--- config.mk ---
export PLATFORM = sky130hd
export DESIGN_NAME = swb_exec
export DESIGN_NICKNAME = d
export VERILOG_FILES = /design/src/hdl/swb_pkg.sv /design/src/hdl/swb_subber.sv /design/src/hdl/swb_exec.sv
export VERILOG_INCLUDE_DIRS = /design/src /design/src/hdl
export SDC_FILE = /design/constraint.sdc
export NUM_CORES = 1
export LEC_CHECK = 0
export ABC_CLOCK_PERIOD_IN_PS = 2340
export BUFFER_PORTS_ARGS = -buffer_cell sky130_fd_sc_hd__buf_2
export CORE_MARGIN = 4
export CORE_UTILIZATION = 46
export CTS_CLUSTER_SIZE = 8
export DETAILED_ROUTE_END_ITERATION = 10
export PLACE_DENSITY = 0.77
export SETUP_SLACK_MARGIN = 0.4
export SLEW_MARGIN = 20
export SYNTH_ARGS = -nofsm -noshare
export SYNTH_HDL_FRONTEND = slang
export SYNTH_HIERARCHICAL = 1
export SYNTH_SLANG_ARGS = --single-unit
export TNS_END_PERCENT = 20
--- constraint.sdc ---
create_clock -name mclk -period 2.34 [get_ports mclk]
set_input_delay 0.117 -clock mclk [delete_from_list [all_inputs] [get_ports mclk]]
set_output_delay 0.117 -clock mclk [all_outputs]
set_load 0.01 [all_outputs]
--- src/hdl/swb_cfg.svh ---
`ifndef SWB_CFG_SVH
`define SWB_CFG_SVH

// ==========================================================
// Widths
`define SWB_DATA_W 8
`define SWB_ADDR_W 12
`define SWB_BANK_W 4

// ==========================================================
// Operand address windows
`define SWB_INDEX_LIMIT 8'h5F
`define SWB_ACCESS_LO_BANK 4'h0
`define SWB_ACCESS_HI_BANK 4'hF

// ==========================================================
// Flag vector field positions
`define SWB_FLAG_W 5
`define SWB_FLAG_C 0
`define SWB_FLAG_DC 1
`define SWB_FLAG_Z 2
`define SWB_FLAG_OV 3
`define SWB_FLAG_N 4

// ==========================================================
// Reset values
`define SWB_ACC_RST 8'h00
`define SWB_FLAGS_RST 5'h00

`endif

--- src/hdl/swb_pkg.sv ---
package swb_pkg;

    // ======================================================
    // Execution phases; read, process and write take one clock each, idle holds until start
    typedef enum logic [1:0]
    {
        SWB_IDLE = 2'b00,
        SWB_READ = 2'b01,
        SWB_PROC = 2'b10,
        SWB_WRITE = 2'b11
    } swb_phase_e;

endpackage

--- src/hdl/swb_subber.sv ---
// ==========================================================
// Borrow subtractor: minuend minus subtrahend minus inverted carry
module swb_subber
#(
    parameter int W = 8
)
(
    input wire logic [W-1:0] minuend,
    input wire logic [W-1:0] subtrahend,
    input wire logic carryIn,
    output logic [W-1:0] diff,
    output logic carryOut,
    output logic halfCarry,
    output logic overflow
);

    logic [W:0] fullSum;
    logic [4:0] lowSum;

    // Add the ones' complement so carry means no borrow
    assign fullSum = {1'b0, minuend} + {1'b0, ~subtrahend}
                   + {{W{1'b0}}, carryIn};
    assign lowSum = {1'b0, minuend[3:0]} + {1'b0, ~subtrahend[3:0]}
                  + {4'h0, carryIn};
    assign diff = fullSum[W-1:0];
    assign carryOut = fullSum[W];
    assign halfCarry = lowSum[4];
    // Signed wrap: operands differ in sign and result sign flips
    assign overflow = (minuend[W-1] ^ subtrahend[W-1])
                    & (minuend[W-1] ^ fullSum[W-1]);

endmodule

--- src/hdl/swb_exec.sv ---
`include "swb_cfg.svh"

module swb_exec
#(
    parameter int BANK_W = `SWB_BANK_W
)
(
    input wire logic mclk,
    input wire logic arst_n,
    input wire logic start,
    input wire logic [7:0] operandAddr,
    input wire logic resultTarget,
    input wire logic windowSelect,
    input wire logic extendedEnable,
    input wire logic [BANK_W-1:0] bankPointer,
    input wire logic [`SWB_ADDR_W-1:0] indexBase,
    input wire logic accLoad,
    input wire logic [7:0] accLoadValue,
    input wire logic flagsLoad,
    input wire logic [`SWB_FLAG_W-1:0] flagsLoadValue,
    input wire logic [7:0] memRdData,
    output logic [`SWB_ADDR_W-1:0] memAddr,
    output logic memRdEn,
    output logic memWrEn,
    output logic [7:0] memWrData,
    output logic [7:0] accumulator,
    output logic [`SWB_FLAG_W-1:0] flags,
    output logic busy,
    output logic done
);

    // ======================================================
    // State
    swb_pkg::swb_phase_e phase_q;
    swb_pkg::swb_phase_e phase_d;
    logic [`SWB_ADDR_W-1:0] addr_q;
    logic [7:0] opAddr_q;
    logic target_q;
    logic window_q;
    logic ext_q;
    logic [BANK_W-1:0] bank_q;
    logic [7:0] opnd_q;
    logic [7:0] result_q;
    logic [`SWB_FLAG_W-1:0] pend_q;
    logic [7:0] acc_q;
    logic [`SWB_FLAG_W-1:0] flags_q;

    logic takeStart;
    logic lowWindow;
    logic useIndexed;
    logic [`SWB_ADDR_W-1:0] accessAddr;
    logic [`SWB_ADDR_W-1:0] bankedAddr;
    logic [`SWB_ADDR_W-1:0] indexedAddr;
    logic [`SWB_ADDR_W-1:0] operandFullAddr;
    logic [7:0] diff;
    logic carryOut;
    logic halfCarry;
    logic overflow;
    logic [`SWB_FLAG_W-1:0] newFlags;
    logic commit;

    // ======================================================
    // Address formation, decided when the request is taken
    // Low part of the access window; also the indexed range
    function automatic logic in_low_window(input logic [7:0] a);
        in_low_window = (a <= `SWB_INDEX_LIMIT);
    endfunction

    assign takeStart = start && (phase_q == swb_pkg::SWB_IDLE);
    assign lowWindow = in_low_window(operandAddr);
    // Indexed mode only without the banked window
    assign useIndexed = !windowSelect && extendedEnable
                      && lowWindow;
    // Access bank: low part in bank zero, rest in top bank
    assign accessAddr = lowWindow
                      ? {`SWB_ACCESS_LO_BANK, operandAddr}
                      : {`SWB_ACCESS_HI_BANK, operandAddr};
    assign bankedAddr = {bankPointer, operandAddr};
    // Wraps in the data space; no range check on the index base
    assign indexedAddr = indexBase
                       + {{(`SWB_ADDR_W-8){1'b0}}, operandAddr};
    assign operandFullAddr = windowSelect ? bankedAddr
                           : (useIndexed ? indexedAddr
                           : accessAddr);

    // ======================================================
    // Arithmetic on the fetched operand
    swb_subber #(.W(8)) swb_subber_inst
    (
        .minuend(memRdData),
        .subtrahend(acc_q),
        .carryIn(flags_q[`SWB_FLAG_C]),
        .diff(diff),
        .carryOut(carryOut),
        .halfCarry(halfCarry),
        .overflow(overflow)
    );

    // Flags computed once, committed in the write phase
    // A zero result keeps the borrow flag set, even for 00h-FFh-1
    assign newFlags[`SWB_FLAG_C] = carryOut || (diff == 8'h00);
    assign newFlags[`SWB_FLAG_DC] = halfCarry;
    assign newFlags[`SWB_FLAG_Z] = (diff == 8'h00);
    assign newFlags[`SWB_FLAG_OV] = overflow;
    assign newFlags[`SWB_FLAG_N] = diff[7];

    // ======================================================
    // Phase sequencer: idle, read, process, write
    always_comb
    begin
        phase_d = phase_q;
        case (phase_q)
            swb_pkg::SWB_IDLE:
            begin
                if (start)
                begin
                    phase_d = swb_pkg::SWB_READ;
                end
            end
            swb_pkg::SWB_READ: phase_d = swb_pkg::SWB_PROC;
            swb_pkg::SWB_PROC: phase_d = swb_pkg::SWB_WRITE;
            swb_pkg::SWB_WRITE: phase_d = swb_pkg::SWB_IDLE;
            default: phase_d = swb_pkg::SWB_IDLE;
        endcase
    end

    always_ff @(posedge mclk or negedge arst_n)
    begin
        if (!arst_n)
        begin
            phase_q <= swb_pkg::SWB_IDLE;
        end
        else
        begin
            phase_q <= phase_d;
        end
    end

    // Request capture; inputs may change once taken
    always_ff @(posedge mclk or negedge arst_n)
    begin
        if (!arst_n)
        begin
            addr_q <= '0;
            opAddr_q <= 8'h00;
            target_q <= 1'b1;
            window_q <= 1'b0;
            ext_q <= 1'b0;
            bank_q <= '0;
        end
        else if (takeStart)
        begin
            addr_q <= operandFullAddr;
            opAddr_q <= operandAddr;
            target_q <= resultTarget;
            window_q <= windowSelect;
            ext_q <= extendedEnable;
            bank_q <= bankPointer;
        end
    end

    // Operand, result and pending flags latched in process phase
    always_ff @(posedge mclk or negedge arst_n)
    begin
        if (!arst_n)
        begin
            opnd_q <= 8'h00;
            result_q <= 8'h00;
            pend_q <= `SWB_FLAGS_RST;
        end
        else if (phase_q == swb_pkg::SWB_PROC)
        begin
            opnd_q <= memRdData;
            result_q <= diff;
            pend_q <= newFlags;
        end
    end

    // ======================================================
    // Destination write and architectural state
    assign commit = (phase_q == swb_pkg::SWB_WRITE);

    // Loads are refused while busy so the borrow read stays stable
    always_ff @(posedge mclk or negedge arst_n)
    begin
        if (!arst_n)
        begin
            acc_q <= `SWB_ACC_RST;
        end
        else if (commit && !target_q)
        begin
            acc_q <= result_q;
        end
        else if (accLoad && (phase_q == swb_pkg::SWB_IDLE))
        begin
            acc_q <= accLoadValue;
        end
    end

    always_ff @(posedge mclk or negedge arst_n)
    begin
        if (!arst_n)
        begin
            flags_q <= `SWB_FLAGS_RST;
        end
        else if (commit)
        begin
            flags_q <= pend_q;
        end
        else if (flagsLoad && (phase_q == swb_pkg::SWB_IDLE))
        begin
            flags_q <= flagsLoadValue;
        end
    end

    // Memory port; write data is the latched result
    assign memAddr = addr_q;
    assign memRdEn = (phase_q == swb_pkg::SWB_READ);
    assign memWrEn = commit && target_q;
    assign memWrData = result_q;
    assign accumulator = acc_q;
    assign flags = flags_q;
    assign busy = (phase_q != swb_pkg::SWB_IDLE);
    assign done = commit;
endmodule

==> results.tsv <==
stage	metric	value	unit
outcome	status	finished, violations left	
outcome	violations	negative setup slack	
cts	ctsHtreeMaxLevel	2	
die	pin_count	90	
routing	wl_per_cell	13.5	um
synthesis	ys_seq_area_share	37.5	%
die	die_w	84.2	um
die	core	5570	um^2
setup_path	required	2.56	ns
final_layout	finalNetCount	461	
synthesis	synth_edf_count	0	
grt	grt_max_degree	41	
synthesis	yosys-top-cells-area	dfrtp_1 37%, ha_1 9.4%, mux2i_1 6.7%, o21ai_0 6.2%, mux2_2 5.9%	
pwr	p_sw_share	40.1	%
synthesis	syn_area	2670	um^2
synthesis	synth_cell_types	46	
timing	period_minus_slack	2.46	ns
routing	remaining_drc_errors	0	
synthesis	syn_avg_cell_area	9.38	um^2
synthesis	ys_warn_count	6	
cts	cts_buffers	5	
routing	via_per_inst	5.07	
pwr	switchingPower	1.63	mW
placed_design	gp_congestion	0.884	
setup_path	cp-end-kind	flop	
synthesis	synth.area.mux_share	13.2	%
synthesis	synth_flop_cell	dfrtp_1	
final_layout	drive_gt1_share	34.2	%
pwr	clkPwrFrac	13.7	%
synthesis	syn-num-nets	361	
setup_path	start_kind	flop	
synthesis	synthSimpleGateAreaFrac	13.3	%
setup_path	path_max_fanout	2	
cts	clk_pin_slew	0.08	ns
final_layout	fin_area	3370	um^2
run	cap_violations	0	
routing	drt_iter0_drc	45	
timing	slew_viol_final	0	
cts	cts_sinks	40	
pwr	finalPower	4.07	mW
placed_design	dp_slack	-0.137	ns
grt	grt_pass1_wl	10600	um
timing	hold_viol	0	
pwr	p_leak	1.76	nW
timing	fin_skew	0.00727	ns
synthesis	synthArstFlopShare	100	%
routing	vias	2321	
synthesis	syn_inst	285	
placed_design	portBuffers	89	
die	die_area	7090	um^2
routing	drt-total-wl	6190	um
synthesis	synthXorXnorAreaFrac	2.95	%
cts	cts_tree	built	
pwr	power.internal	2.44	mW
grt	grt_pass1_vias	2377	
routing	first_pass_iters	4	
pwr	power_density	1210	nW/um^2
timing	worst_slew_pin_slew	0.892	ns
final_layout	fill_cells	506	
cts	clk_latency	0.29	ns
timing	slew_headroom	40.5	%
pwr	ir_drop	0.507	mV
setup_path	critPathKind	reg -> reg	
timing	setup_violations	2	
final_layout	area_growth	26.3	%
timing	max_freq	0.407	GHz
grt	grt_overflow	0	
die	initial_core_util	47.9	%
setup_path	r2r_setup_slack	-0.12	ns
synthesis	synth_seq_cells	40	
synthesis	yosys.area.top_type	dfrtp_1	
worst_hold_path	min_path_type	in -> reg	
cts	cts-root-buf	clkbuf_8	
synthesis	synthAdderAreaFrac	11.6	%
cts	clockBufferDepth	2	
timing	setup_slack	-0.120	ns
timing	grt_setup_unrepaired	true	
setup_path	cp.arrival	2.68	ns
timing	period_share	105	%
routing	ant_nets	0	
die	die_y	84.2	um
placed_design	placed_area	3240	um^2
pwr	pwr-share-comb	55.5	%
grt	antenna_found_initial	0	
synthesis	synth-compound-area-share	16.1	%
grt	track_usage	18.0	%
final_layout	num_antenna_cells	0	
die	rows	27	
pwr	pwr-share-seq	30.9	%
synthesis	synth_top_family_by_area	compound AO/OA/AOI/OAI gates	
synthesis	synth_top_area_share	36.5	%
placed_design	dp_hpwl	4970	um
==> routing by layer <==
metal	track usage [%]	vias to the layer above	share of wire, %
met5	0	-	0
met4	6.58	0	1.8
met3	4.51	9	6.5
met2	30.8	73	48
met1	21.9	1050	43
li1	-	1189	-
==> flip-flops by register name, indices dropped and copies added, names as in the netlist <==
signal and count:
accumulator 8, flags 5, memAddr 12, memWrData 7, pend_q 5, phase_q 2
target_q 1
==> final timing paths <==
check | start | endpoint | cells after the start
worst max-delay path | flags[0] | pend_q[0] | 11
worst min-delay path | resultTarget | target_q | 2
worst max register to register | flags[0] | pend_q[0] | 11
worst min register to register | memAddr[0] | memAddr[0] | 2
max in group asynchronous | arst_n | accumulator[2] | 2
min in group asynchronous | arst_n | memWrData[5] | 2
==> final cells by class <==
class	count	area (um^2)	area share (%)
Multi-Input combinational cell	213	1550	45.8
Sequential cell	40	1000	29.7
Timing Repair Buffer	101	538	15.9
Clock inverter	2	35.0	1.04
Clock buffer	6	72.6	2.15
Inverter	24	90.1	2.67
Tap cell	72	90.1	2.67
==> Yosys cell counts, types with 3 or more instances <==
library cell and n:
mux2_2 14, mux2i_1 18, o21ai_0 33, nor2_1 16
nor2b_1 8, nand3_1 4, or3_1 3, fa_1 3
xor2_1 3, dfrtp_1 39, a21oi_1 14, nand2_1 33
a22oi_1 4, clkbuf_1 4, inv_1 24, nor3_1 4
xnor2_1 6, ha_1 20, o21a_1 3
==> through the flow <==
step	cells	TNS, ns	utilization (%)	hold WS (ns)
6_report	458	-0.197	60.5	0.0577
5_1_grt	458	-0.447	60.5	0.0505
4_1_cts	458	-0.232	60.4	0.0500
3_5_place_dp	448	-0.233	58.1	0.298
3_3_place_gp	448	-0.104	58.1	0.293
2_1_floorplan	285	-0.0378	-	-0.179
==> kinds of logic (layout without fill, tap and decap cells) <==
group,count (synthesis),in the layout
flip-flops,40,40
AND/OR/NAND/NOR,77,77
buffers and inverters,32,133
XOR/XNOR,9,9
multiplexers,33,33
adder cells (fa/ha/maj),23,23
AO/OA/AOI/OAI,71,71
==> timing repair <==
action	4_1_cts	5_1_grt
setup buffers	1	0
resized for setup	2	4
endpoints found under the hold margin	39	0
hold buffers	1	0
endpoints found under the setup margin	5	7
pin swaps	4	1
==> worst max-delay path: stages (launching register included) <==
cell,delay (ns)
dfrtp_1,0.37
inv_2,0.05
fa_2,0.37
fa_2,0.38
nor2b_2,0.13
o21ai_0,0.07
nand2_1,0.13
xnor2_2,0.09
or4_1,0.52
nor2_2,0.11
nor2_1,0.05
a21oi_1,0.13
==> cell usage in the layout, fill, tap and decap left out, types with 2 or more instances in the layout <==
cell | Yosys | routed
nand2_1 | 33 | 33
o21ai_1 | 1 | 2
buf_4 | 1 | 11
ha_1 | 20 | 20
o21ai_0 | 33 | 32
o31ai_1 | 2 | 2
or3_1 | 3 | 3
fa_2 | 0 | 2
or4_1 | 2 | 2
clkbuf_8 | 0 | 5
xor2_1 | 3 | 3
nand3_1 | 4 | 4
nor3_1 | 4 | 4
inv_1 | 24 | 23
nor2b_1 | 8 | 7
a22oi_1 | 4 | 4
xnor2_1 | 6 | 5
a211o_1 | 2 | 2
mux2i_1 | 18 | 18
dfrtp_1 | 39 | 39
o21a_1 | 3 | 3
mux2_2 | 14 | 14
buf_2 | 1 | 89
a21oi_1 | 14 | 14
nor2_1 | 16 | 15
and2_1 | 2 | 2
==> power by group through the flow <==
stage	combinational, mW	sequential [mW]	clock, mW
after floorplan	1.34	1.37	0
after global placement	2.16	1.26	0
after detailed placement	2.23	1.27	0
after CTS	2.26	1.26	0.572
after global routing	2.52	1.31	0.608
final	2.26	1.26	0.556
(Power assumes the default switching activity.)
